$ cat src/rtl/tws_defines.vh
// tws_defines.vh: offsets, field positions, reset values and counts for the
// three-wire synthesiser control core. Definitions only; included by bare name.
`ifndef TWS_DEFINES_VH
`define TWS_DEFINES_VH

// register offsets (byte addresses, one word each)
`define TWS_OFS_STATUS      8'h00
`define TWS_OFS_MASK        8'h04
`define TWS_OFS_CTRL        8'h08
`define TWS_OFS_DIVISOR     8'h0C
`define TWS_OFS_STATE       8'h10

// status / mask bit positions
`define TWS_EV_LOADED       0
`define TWS_EV_LOCK_GAIN    1
`define TWS_EV_LOCK_LOSS    2
`define TWS_EV_W            3

// control register
`define TWS_CTRL_PUMP_EN    0
`define TWS_CTRL_RESET      1'h1

// state register fields
`define TWS_ST_PORT_LSB     0
`define TWS_ST_MODE_LSB     4
`define TWS_ST_LOCK_BIT     6

// serial word layout
`define TWS_PORT_W          4
`define TWS_DIV_W_LONG      15
`define TWS_DIV_W_SHORT     14
`define TWS_WORD_W          19
`define TWS_BITCNT_W        5

// mode codes
`define TWS_MODE_0          2'h0
`define TWS_MODE_1          2'h1
`define TWS_MODE_2          2'h2
`define TWS_MODE_3          2'h3

// reference divider ratios
`define TWS_REF_RATIO_M32   11'h200
`define TWS_REF_RATIO_M1    11'h400
`define TWS_REF_RATIO_M0    11'h280
`define TWS_REF_CNT_W       11

// lock detector
`define TWS_LOCK_ERR_MAX    8'h04
`define TWS_LOCK_GOOD_CNT   4'h8

// reset values
`define TWS_DIVISOR_RESET   15'h0000
`define TWS_PORT_RESET      4'h0
`define TWS_MASK_RESET      3'h0

`endif

$ cat src/rtl/tws_pin_sync.v
// tws_pin_sync.v: two-flop synchroniser for a group of pins, with edge flags.
// assumes pins are asynchronous to clk_sys; edges come from the second stage.
`timescale 1ns/1ps

module tws_pin_sync
#(
    parameter W = 1
)
(
    // clock and reset
    input  wire         clk_sys,
    input  wire         rst_n,
    // asynchronous pins
    input  wire [W-1:0] pin_in,
    // synchronised view
    output wire [W-1:0] level_out,
    output wire [W-1:0] rise_out,
    output wire [W-1:0] fall_out
);

    reg [W-1:0] meta_reg;
    reg [W-1:0] sync_reg;
    reg [W-1:0] prev_reg;

    // only sync_reg reads meta_reg
    always @(posedge clk_sys)
    begin
        if (!rst_n)
        begin
            meta_reg <= {W{1'b0}};
            sync_reg <= {W{1'b0}};
            prev_reg <= {W{1'b0}};
        end
        else
        begin
            meta_reg <= pin_in;
            sync_reg <= meta_reg;
            prev_reg <= sync_reg;
        end
    end

    assign level_out = sync_reg;
    assign rise_out  = sync_reg & ~prev_reg;
    assign fall_out  = ~sync_reg & prev_reg;

endmodule // tws_pin_sync

$ cat src/rtl/tws_synth_ctrl.v
// tws_synth_ctrl.v: digital core of a three-wire programmed PLL synthesiser:
// serial loader, programmable and reference dividers, phase/frequency
// comparator, lock detector, open-collector ports and a register port.
// assumes the serial bus, crystal and prescaler signals arrive as pins that are
// slow against clk_sys (40 MHz); the register master shares clk_sys.
//
// Our own choices: the register addresses and the strobed register port.
`timescale 1ns/1ps
`include "tws_defines.vh"

module tws_synth_ctrl
(
    // clock and reset
    input  wire        clk_sys,
    input  wire        rst_n,
    // three-wire serial bus
    input  wire        ser_data,
    input  wire        ser_clk,
    input  wire        ser_en,
    // mode select, crystal reference and prescaled feedback
    input  wire [1:0]  mode_sel,
    input  wire        ref_osc_in,
    input  wire        divided_vco_feedback,
    // loop correction
    output reg         pump_up,
    output reg         pump_down,
    // lock pin, open drain
    output reg         lock_out,
    output reg         lock_oe,
    // general purpose open-collector ports
    output reg  [3:0]  general_purpose_port_outputs,
    output reg  [3:0]  general_purpose_port_oe,
    // register port
    input  wire [7:0]  reg_addr,
    input  wire [31:0] reg_wdata,
    input  wire        reg_wr,
    input  wire        reg_rd,
    output reg  [31:0] reg_rdata,
    // interrupt
    output reg         irq
);

    // divider ratio for the comparison frequency
    function [`TWS_REF_CNT_W-1:0] ref_ratio;
        input [1:0] mode;
        begin
            case (mode)
                `TWS_MODE_0: ref_ratio = `TWS_REF_RATIO_M0;
                `TWS_MODE_1: ref_ratio = `TWS_REF_RATIO_M1;
                default:     ref_ratio = `TWS_REF_RATIO_M32;
            endcase
        end
    endfunction

    // pin synchronisation
    wire [6:0] pin_level;
    wire [6:0] pin_rise;
    wire [6:0] pin_fall;

    tws_pin_sync #(.W(7)) u_sync
    (
        .clk_sys   (clk_sys),
        .rst_n     (rst_n),
        .pin_in    ({mode_sel, divided_vco_feedback, ref_osc_in,
                     ser_en, ser_clk, ser_data}),
        .level_out (pin_level),
        .rise_out  (pin_rise),
        .fall_out  (pin_fall)
    );

    wire       data_lvl = pin_level[0];
    wire       clk_rise = pin_rise[1];
    wire       en_lvl   = pin_level[2];
    wire       en_fall  = pin_fall[2];
    wire       ref_rise = pin_rise[3];
    wire       fb_rise  = pin_rise[4];

    // mode code
    reg [1:0] mode_reg;

    always @(posedge clk_sys)
    begin
        if (!rst_n)
            mode_reg <= `TWS_MODE_0;
        else
            mode_reg <= pin_level[6:5];
    end

    // serial loader
    reg [`TWS_WORD_W-1:0]     shift_reg;
    reg [`TWS_DIV_W_LONG-1:0] divisor_reg;
    reg [`TWS_PORT_W-1:0]     port_reg;
    reg                       loaded_pulse;

    always @(posedge clk_sys)
    begin
        if (!rst_n)
        begin
            shift_reg    <= {`TWS_WORD_W{1'b0}};
            divisor_reg  <= `TWS_DIVISOR_RESET;
            port_reg     <= `TWS_PORT_RESET;
            loaded_pulse <= 1'b0;
        end
        else
        begin
            loaded_pulse <= 1'b0;
            if (en_lvl && clk_rise)
                shift_reg <= {shift_reg[`TWS_WORD_W-2:0], data_lvl};
            if (en_fall)
            begin
                port_reg     <= shift_reg[`TWS_PORT_W-1:0];
                loaded_pulse <= 1'b1;
                if (mode_reg == `TWS_MODE_3)
                    divisor_reg <= {1'b0,
                        shift_reg[`TWS_DIV_W_SHORT+`TWS_PORT_W-1:`TWS_PORT_W]};
                else
                    divisor_reg <=
                        shift_reg[`TWS_DIV_W_LONG+`TWS_PORT_W-1:`TWS_PORT_W];
            end
        end
    end

    // programmable divider on the prescaled feedback
    reg [`TWS_DIV_W_LONG-1:0] fb_cnt_reg;
    reg                       fb_tick;
    wire [`TWS_DIV_W_LONG-1:0] fb_cnt_inc = fb_cnt_reg + 1'b1;

    always @(posedge clk_sys)
    begin
        if (!rst_n)
        begin
            fb_cnt_reg <= {`TWS_DIV_W_LONG{1'b0}};
            fb_tick    <= 1'b0;
        end
        else
        begin
            fb_tick <= 1'b0;
            if (fb_rise)
            begin
                // a divisor of zero or one ticks on every edge
                if (fb_cnt_inc >= divisor_reg)
                begin
                    fb_cnt_reg <= {`TWS_DIV_W_LONG{1'b0}};
                    fb_tick    <= 1'b1;
                end
                else
                    fb_cnt_reg <= fb_cnt_inc;
            end
        end
    end

    // reference divider
    reg [`TWS_REF_CNT_W-1:0] ref_cnt_reg;
    reg                      ref_tick;
    wire [`TWS_REF_CNT_W-1:0] ref_cnt_inc = ref_cnt_reg + 1'b1;

    always @(posedge clk_sys)
    begin
        if (!rst_n)
        begin
            ref_cnt_reg <= {`TWS_REF_CNT_W{1'b0}};
            ref_tick    <= 1'b0;
        end
        else
        begin
            ref_tick <= 1'b0;
            if (ref_rise)
            begin
                // >= so a mode change never strands the count above the ratio
                if (ref_cnt_inc >= ref_ratio(mode_reg))
                begin
                    ref_cnt_reg <= {`TWS_REF_CNT_W{1'b0}};
                    ref_tick    <= 1'b1;
                end
                else
                    ref_cnt_reg <= ref_cnt_inc;
            end
        end
    end

    // phase/frequency comparator
    reg up_reg;
    reg dn_reg;
    reg pump_en_reg;

    always @(posedge clk_sys)
    begin
        if (!rst_n)
        begin
            up_reg    <= 1'b0;
            dn_reg    <= 1'b0;
            pump_up   <= 1'b0;
            pump_down <= 1'b0;
        end
        else
        begin
            if ((up_reg || ref_tick) && (dn_reg || fb_tick))
            begin
                up_reg <= 1'b0;
                dn_reg <= 1'b0;
            end
            else
            begin
                up_reg <= up_reg | ref_tick;
                dn_reg <= dn_reg | fb_tick;
            end
            pump_up   <= up_reg & pump_en_reg;
            pump_down <= dn_reg & pump_en_reg;
        end
    end

    // lock detector: count comparison periods with small phase error
    reg [7:0] err_cnt_reg;
    reg [3:0] good_cnt_reg;
    reg       locked_reg;
    reg       lock_gain_pulse;
    reg       lock_loss_pulse;
    wire      err_small = (err_cnt_reg <= `TWS_LOCK_ERR_MAX);

    always @(posedge clk_sys)
    begin
        if (!rst_n)
        begin
            err_cnt_reg     <= 8'h00;
            good_cnt_reg    <= 4'h0;
            locked_reg      <= 1'b0;
            lock_gain_pulse <= 1'b0;
            lock_loss_pulse <= 1'b0;
        end
        else
        begin
            lock_gain_pulse <= 1'b0;
            lock_loss_pulse <= 1'b0;
            if (ref_tick)
                err_cnt_reg <= 8'h00;
            else if ((up_reg ^ dn_reg) && err_cnt_reg != 8'hFF)
                err_cnt_reg <= err_cnt_reg + 8'h01;
            if (ref_tick)
            begin
                if (!err_small)
                begin
                    good_cnt_reg <= 4'h0;
                    if (locked_reg)
                        lock_loss_pulse <= 1'b1;
                    locked_reg <= 1'b0;
                end
                else if (good_cnt_reg != `TWS_LOCK_GOOD_CNT)
                    good_cnt_reg <= good_cnt_reg + 4'h1;
                else if (!locked_reg)
                begin
                    locked_reg      <= 1'b1;
                    lock_gain_pulse <= 1'b1;
                end
            end
        end
    end

    // pins: open drain pulls low only; released means high impedance
    always @(posedge clk_sys)
    begin
        if (!rst_n)
        begin
            lock_out                     <= 1'b0;
            lock_oe                      <= 1'b1;
            general_purpose_port_outputs <= 4'h0;
            general_purpose_port_oe      <= 4'h0;
        end
        else
        begin
            lock_out <= 1'b0;
            lock_oe <= ~locked_reg;
            general_purpose_port_outputs <= 4'h0;
            general_purpose_port_oe <= port_reg;
        end
    end

    // registers and interrupt
    reg [`TWS_EV_W-1:0] status_reg;
    reg [`TWS_EV_W-1:0] mask_reg;
    wire [`TWS_EV_W-1:0] ev_set = {lock_loss_pulse, lock_gain_pulse, loaded_pulse};
    wire wr_status = reg_wr && (reg_addr == `TWS_OFS_STATUS);

    always @(posedge clk_sys)
    begin
        if (!rst_n)
        begin
            status_reg  <= {`TWS_EV_W{1'b0}};
            mask_reg    <= `TWS_MASK_RESET;
            pump_en_reg <= `TWS_CTRL_RESET;
            irq         <= 1'b0;
        end
        else
        begin
            // a new event wins over a simultaneous write-one clear
            if (wr_status)
                status_reg <= (status_reg & ~reg_wdata[`TWS_EV_W-1:0]) | ev_set;
            else
                status_reg <= status_reg | ev_set;
            if (reg_wr && reg_addr == `TWS_OFS_MASK)
                mask_reg <= reg_wdata[`TWS_EV_W-1:0];
            if (reg_wr && reg_addr == `TWS_OFS_CTRL)
                pump_en_reg <= reg_wdata[`TWS_CTRL_PUMP_EN];
            irq <= |(status_reg & mask_reg);
        end
    end

    // read data stand one cycle after the strobe, zero otherwise
    always @(posedge clk_sys)
    begin
        if (!rst_n)
            reg_rdata <= 32'h0000_0000;
        else if (reg_rd)
        begin
            case (reg_addr)
                `TWS_OFS_STATUS:  reg_rdata <= {29'h0000_0000, status_reg};
                `TWS_OFS_MASK:    reg_rdata <= {29'h0000_0000, mask_reg};
                `TWS_OFS_CTRL:    reg_rdata <= {31'h0000_0000, pump_en_reg};
                `TWS_OFS_DIVISOR: reg_rdata <= {17'h0_0000, divisor_reg};
                `TWS_OFS_STATE:   reg_rdata <= {25'h000_0000, locked_reg,
                                                mode_reg, port_reg};
                default:          reg_rdata <= 32'h0000_0000;
            endcase
        end
        else
            reg_rdata <= 32'h0000_0000;
    end

endmodule // tws_synth_ctrl

$ cat config.mk
export PLATFORM = sky130hd
export DESIGN_NAME = tws_synth_ctrl
export DESIGN_NICKNAME = d
export VERILOG_FILES = /design/src/rtl/tws_pin_sync.v /design/src/rtl/tws_synth_ctrl.v
export VERILOG_INCLUDE_DIRS = /design/src /design/src/rtl
export SDC_FILE = /design/constraint.sdc
export NUM_CORES = 1
export LEC_CHECK = 0
export BUFFER_PORTS_ARGS = -buffer_cell sky130_fd_sc_hd__buf_2
export CORE_ASPECT_RATIO = 1.4
export CORE_MARGIN = 2
export CORE_UTILIZATION = 50
export CTS_BUF_LIST = sky130_fd_sc_hd__clkbuf_8
export DETAILED_ROUTE_END_ITERATION = 8
export PLACE_DENSITY = 0.72
export RECOVER_POWER = 25
export SLEW_MARGIN = 5
export SYNTH_ARGS = -nofsm -noshare
export SYNTH_HDL_FRONTEND = slang
export SYNTH_SLANG_ARGS = --single-unit
$ cat constraint.sdc
create_clock -name clk_sys -period 3.4 [get_ports clk_sys]
set_clock_uncertainty 0.1 [all_clocks]
set_input_delay 0.51 -clock clk_sys [delete_from_list [all_inputs] [get_ports clk_sys]]
set_output_delay 0.51 -clock clk_sys [all_outputs]
set_load 0.03 [all_outputs]
==> metrics.yaml, run 1 <==
nets: 795
synthFlopType: "dfxtp_1"
p_int_w: 0.00234
slowest_delay_ns: 0.44
std_cell_rows: 46
power_density_nw_per_um2: 470
switching_share_pct: 23.5
htree_levels: 4
p_switching_w: 0.000719
worstMarginPinSlew_ns: 1.22
clk_pin_slew_worst_paths_ns: 0.08
ys_ff_latch: 134
crit_fanout: 9
die_h_um: 132
portBuffers: 44
crit_chain: "ha_2, nand4_1, or2_2, nand2_1, nand2_1, ha_1, a21oi_1, o21a_1, o21ai_0, a211oi_4, buf_4, a31oi_1, o22ai_1"
fin_crit_ns: 3.22
antenna-diode-count: 0
r2r-start: "fb_cnt_reg[0]"
wl_mm: 12.0
grt_max_degree: 49
place.gp.congestion: 0.850
fin_crit_sh_pct: 94.9
overflow: 0
drv_cap: 0
slowest_stage: "dfxtp_1"
drive_above_1_share_pct: 13.1
ys_warn_count: 0
io_pins: 96
vias: 4664
clkPwrFrac_pct: 44.2
yosysTopAreaCell: "dfxtp_1"
synth-edff-count: 0
start_util_pct: 51.4
r2r_cells: 13
r2r_end: "fb_cnt_reg[8]"
wl_per_cell_um: 13.7
synth_area_um2: 5830
crit_path_end_kind: "flip-flop"
filler_cell_count: 1039
grt_pass1_vias: 4306
grt_pass1_wl_mm: 19.0
core_um2: 11300
cp.required_ns: 3.66
worstPathArrival_ns: 3.49
first_pass_iters: 5
synth.avg_cell_area_um2: 8.61
yosys.area.top_type_share_pct: 46.0
rrSetupSlack_ns: 0.18
total_power_w: 0.00306
synth.distinct_cells: 50
drc: 0
cts_buffers: 17
hp-class: "input port to flip-flop"
cp-start-kind: "flip-flop"
yosysSeqAreaShare_pct: 46.0
antenna_found_initial: 0
dpl.hpwl_mm: 8.65
largest_reg_flops: 19
clock-sinks: 134
sequentialPowerShare_pct: 52.0
slew_headroom_pct: 18.4
worstHoldStart: "mode_sel[0]"
synth_area_leaders: "dfxtp_1 (46%), nand2_1 (7.4%), ha_1 (5.2%), a21oi_1 (4.1%), and2_1 (3.8%)"
grt_use_total_pct: 19.3
holdWs_ns: 0.171
synth_cells: 677
setup_violations: 0
insertion_delay_ns: 0.44
final_max_slew_viol_count: 0
cts_tree: "yes"
crit_path_frequent_cell: "nand2_1"
die-area_um2: 12600
crit_type: "flip-flop to flip-flop"
p_leak_nw: 2.54
clockRootBuffer: "clkbuf_8"
cts_buffer_depth: 2
holdPathStages: 2
synthArstFlopShare_pct: 0
vias_per_cell: 5.32
status: "complete, no violations"
hold_path_end: "u_sync.meta_reg[5]"
initialDrtViolationCount: 248
combinationalPowerShare_pct: 3.8
fmax_ghz: 0.310
finalHoldViolations: 0
die_w_um: 95.3
peakVddDrop_mv: 0.239
ant_nets: 0
synthToLayoutAreaGrowth_pct: 11.7
==> power by group through the flow <==
stage	Clock (W)	Combinational (W)	Sequential, W
after floorplan	0	0.000104	0.00163
after global placement	0	0.000114	0.00163
after detailed placement	0	0.000116	0.00163
after CTS	0.00138	0.000117	0.00159
after global routing	0.00145	0.000128	0.00159
final	0.00135	0.000117	0.00159
==> cell usage after synthesis (2+ instances only) <==
library cell    n
xnor2_1        20
o22ai_1        10
a21boi_0        3
nand2b_1        7
o22a_1          4
a31oi_1        17
o21ai_0         7
and3_4          3
clkbuf_1       18
inv_1          36
a21oi_1        48
xor2_1         13
a22oi_1         7
or3_1           2
dfxtp_1       134
buf_1           3
nor2b_1         5
nand4_1        11
a222oi_1        3
buf_4          24
o21a_1          4
nor2_1         47
a311oi_1        2
ha_1           24
and2_1         35
and3_1         10
nor4_1          2
mux2i_1         5
and4_1          2
nand2_1       115
a21o_1          2
nor3_1         13
nand3_1        23
or2_2           2
==> worst max-delay path: cells and delay by family, from the launching register on <==
family                     cells  cell delay (ns)
AOI/OAI and AO/OA              6             1.10
and+or+nand+nor                4             0.71
adders and majority gates      2             0.58
DFF                            1             0.44
buffers and inverters          1             0.23
==> kinds of logic (layout without fill, tap and decap cells) <==
kind of cell               Yosys count  after routing  synth area share (%)
AOI/OAI and AO/OA                  114            114                  12.6
muxes                                6              6                  1.05
xor gates and xnor gates            33             33                  4.96
other                                1             22                0.0643
and+or+nand+nor                    281            281                  23.0
buffers and inverters               84            119                  7.12
DFF                                134            134                  46.0
adders and majority gates           24             24                  5.15
==> worst max path at each step <==
| stage | endpoint | slack, ns | depth (start not counted) | startpoint |
|---|---|---|---|---|
| final | fb_cnt_reg[8] | 0.18 | 13 | fb_cnt_reg[0] |
| after global routing | fb_cnt_reg[8] | -0.0003 | 13 | fb_cnt_reg[0] |
| after CTS | fb_cnt_reg[13] | 0.09 | 12 | fb_cnt_reg[0] |
| after detailed placement | fb_cnt_reg[13] | 0.10 | 12 | fb_cnt_reg[0] |
| after global placement | fb_cnt_reg[14] | 0.27 | 13 | fb_cnt_reg[0] |
| after floorplan | fb_cnt_reg[10] | 0.30 | 13 | fb_cnt_reg[0] |
==> area by class of cell <==
type                            instances  area [µm²]  area share, %
Multi-Input combinational cell        480        2830           43.4
Sequential cell                       134        2680           41.2
Timing Repair Buffer                   51         272           4.17
Clock buffer                           17         234           3.59
Clock inverter                         15         180           2.77
Tap cell                              144         180           2.77
Inverter                               36         135           2.08
==> routing by layer <==
metal  vias to the layer above  GRT usage [%]  share of wire [%]
li1                       2333              -                  -
met2                       130           33.3                 50
met1                      2179           21.7                 42
met3                        22           6.12                5.7
met5                         -              0                  0
met4                         0           7.73                2.3
==> metrics by stage <==
step,setup WS (ns),TNS (ns),instances,cell area [µm²],utilization [%]
finish,0.175,0,877,6510,57.4
global route,-0.000264,-0.000264,877,6510,57.4
CTS,0.0858,0,877,6500,57.3
detailed placement,0.101,0,845,6080,53.6
global placement,0.274,0,845,6080,53.6
floorplan,0.300,0,698,5910,-
==> placed cells by master, fill, tap and decap left out, drive strengths merged, types with 4 or more instances in the layout <==
master and instances:
a22oi 7, nor2 47, clkinv 7, nand4 11, mux2i 5, buf 50, nor3 13, and3 13
and2 35, inv 39, ha 24, nand3 24, o21ai 8, conb 22, a31oi 17, xnor2 20
nor2b 5, clkbuf 18, dfxtp 134, nand2 115, o21a 4, xor2 13, a21oi 48, nand2b 7
o22a 4, o22ai 10
==> timing repair <==
action / in CTS / in global routing
buffers inserted: 0 / 0
hold buffers: 0 / 0
endpoints found under the setup margin: 0 / 16
gates resized for setup: 0 / 5
No activity file was read; power rests on OpenSTA's default activity.
==> inputs of run 2 (changes only) <==
CAP_MARGIN = 0   (was unset)
CORE_UTILIZATION = 30   (was 50)
CTS_BUF_LIST = sky130_fd_sc_hd__clkbuf_16   (was sky130_fd_sc_hd__clkbuf_8)
PLACE_DENSITY = unset   (was 0.72)
==> run 2 against run 1 <==
Worst setup slack gained 0.22 ns. Sequential share of layout area shrank 2.2 points. Die area grew 64%. Clock-buffer cell count is the same. Via count shrank 3.1%. First-iteration DRC count grew 12%. Utilization shrank 21 points. Critical path depth is the same.
==> metrics.yaml, run 2 (synthesized netlist as in run 1, its figures left out) <==
status: "complete, no violations"
final_max_slew_viol_count: 0
cts_tree: "yes"
cp-start-kind: "flip-flop"
first_pass_iters: 4
multi_input_area_um2: 2810
filler_cell_count: 1983
start_util_pct: 30.5
crit_chain: "ha_1, nand4_1, nor4_2, inv_1, nor3_1, xnor2_1, ha_1, nand4_1, nor2_1, a211oi_4, buf_4, nand3_1, a31oi_1"
instances_no_fill: 988
final_cell_mix: "dfxtp_1 (134), nand2_1 (115), a21oi_1 (48)"
vias_per_cell: 4.58
fmax_ghz: 0.333
largest_reg_flops: 19
fin_tns_setup_ns: 0
ant_nets: 0
grt_pass1_vias: 4289
clk_pin_slew_worst_paths_ns: 0.06
die_h_um: 169
clock-sinks: 134
hp-class: "input port to flip-flop"
p_leak_nw: 2.66
clockRootBuffer: "clkbuf_16"
die-area_um2: 20600
setup_violations: 0
rsz0062_at_grt: "no"
slowest_delay_ns: 0.36
worst-path-buf-inv: 2
cts_buffers: 17
slew_headroom_pct: 6.76
portBuffers: 44
crit_fanout: 13
overflow: 0
cts_buffer_depth: 2
synthToLayoutAreaGrowth_pct: 17.9
drive_above_1_share_pct: 13.0
wl_per_cell_um: 12.4
finalHoldViolations: 0
grt_max_degree: 36
cts_resized: 0
holdWs_ns: 0.193
final_common_cell: "dfxtp_1"
hold_buffers: 0
peakVddDrop_mv: 0.302
worstPathArrival_ns: 3.24
antenna_found_initial: 3
io_pins: 96
wl_mm: 12.3
fin_crit_ns: 3.00
worstMarginPinSlew_ns: 1.40
fin_crit_sh_pct: 88.2
slowest_stage: "dfxtp_1"
final_cell_area_um2: 6880
place_area_um2: 6250
drc: 0
placed_cells: 954
die_w_um: 122
place.gp.congestion: 0.795
initialDrtViolationCount: 277
grt_use_total_pct: 12.6
vias: 4521
cp.required_ns: 3.64
crit_path_end_kind: "flip-flop"
dpl.hpwl_mm: 8.92
core_um2: 19100
htree_levels: 4
std_cell_rows: 60
grt_pass1_wl_mm: 20.3
power_density_nw_per_um2: 530
nets: 800
insertion_delay_ns: 0.42
postCtsSetupBuffers: 0
drv_cap: 0
final-seq-area_um2: 2680
path_delay_family: "simple AND/OR/NAND/NOR gates"
crit_type: "flip-flop to flip-flop"
[run 2: cell types whose count changed in the layout (fill, tap and decap cells not counted), sizes merged]
cell and change:
buf +5, bufinv +1, clkinv -5, diode +2
inv +4
[run 2: worst reg2reg max path: stages (launching register included)]
cell and delay [ns]:
dfxtp_1 0.36, ha_1 0.18, nand4_1 0.17, nor4_2 0.35, inv_1 0.09, nor3_1 0.25, xnor2_1 0.16, ha_1 0.26
nand4_1 0.11, nor2_1 0.08, a211oi_4 0.30, buf_4 0.25, nand3_1 0.10, a31oi_1 0.18
[run 2: worst paths after layout]
path                       start                 end  slack [ns]  cells past startpoint
min reg2reg  u_sync.level_out[5]         mode_reg[0]        0.34                      1
max                fb_cnt_reg[1]       fb_cnt_reg[3]        0.40                     13
max reg2reg        fb_cnt_reg[1]       fb_cnt_reg[3]        0.40                     13
min                  mode_sel[0]  u_sync.meta_reg[5]        0.19                      2
[run 2: through the flow]
stage / util [%] / total power (W) / setup WS (ns)
detailed placement: 32.6 / 0.00175 / 0.382
finish: 35.9 / 0.00365 / 0.400
floorplan: - / 0.00173 / 0.300
global route: 35.9 / 0.00378 / 0.00742
CTS: 35.9 / 0.00369 / 0.363
global placement: 32.6 / 0.00175 / 0.414
[run 2: final cells by class]
class | count | share of cell area (%)
multi-input combinational | 480 | 40.9
sequential | 134 | 39.0
clock buffer | 17 | 6.19
tap | 248 | 4.51
timing repair buffer | 56 | 4.46
clock inverter | 15 | 2.91
inverter | 36 | 1.97
antenna | 2 | 0.0728
[run 2: where the power goes]
| group | internal [W] | switching [W] |
|---|---|---|
| registers | 0.00159 | 0.00000820 |
| logic | 0.0000301 | 0.0000863 |
| clock network | 0.00123 | 0.000704 |
| total | 0.00285 | 0.000799 |
[run 2: routing by layer]
layer / vias to the layer above / wire length (µm) / share of wire, % / GRT usage (%)
met4: 2 / 153 / 1.2 / 4.45
met3: 16 / 630 / 5.1 / 4.21
met5: - / 11 / 0.090 / 0
met1: 2067 / 5210 / 42 / 14.2
met2: 93 / 6260 / 51 / 22.1
li1: 2343 / - / - / -
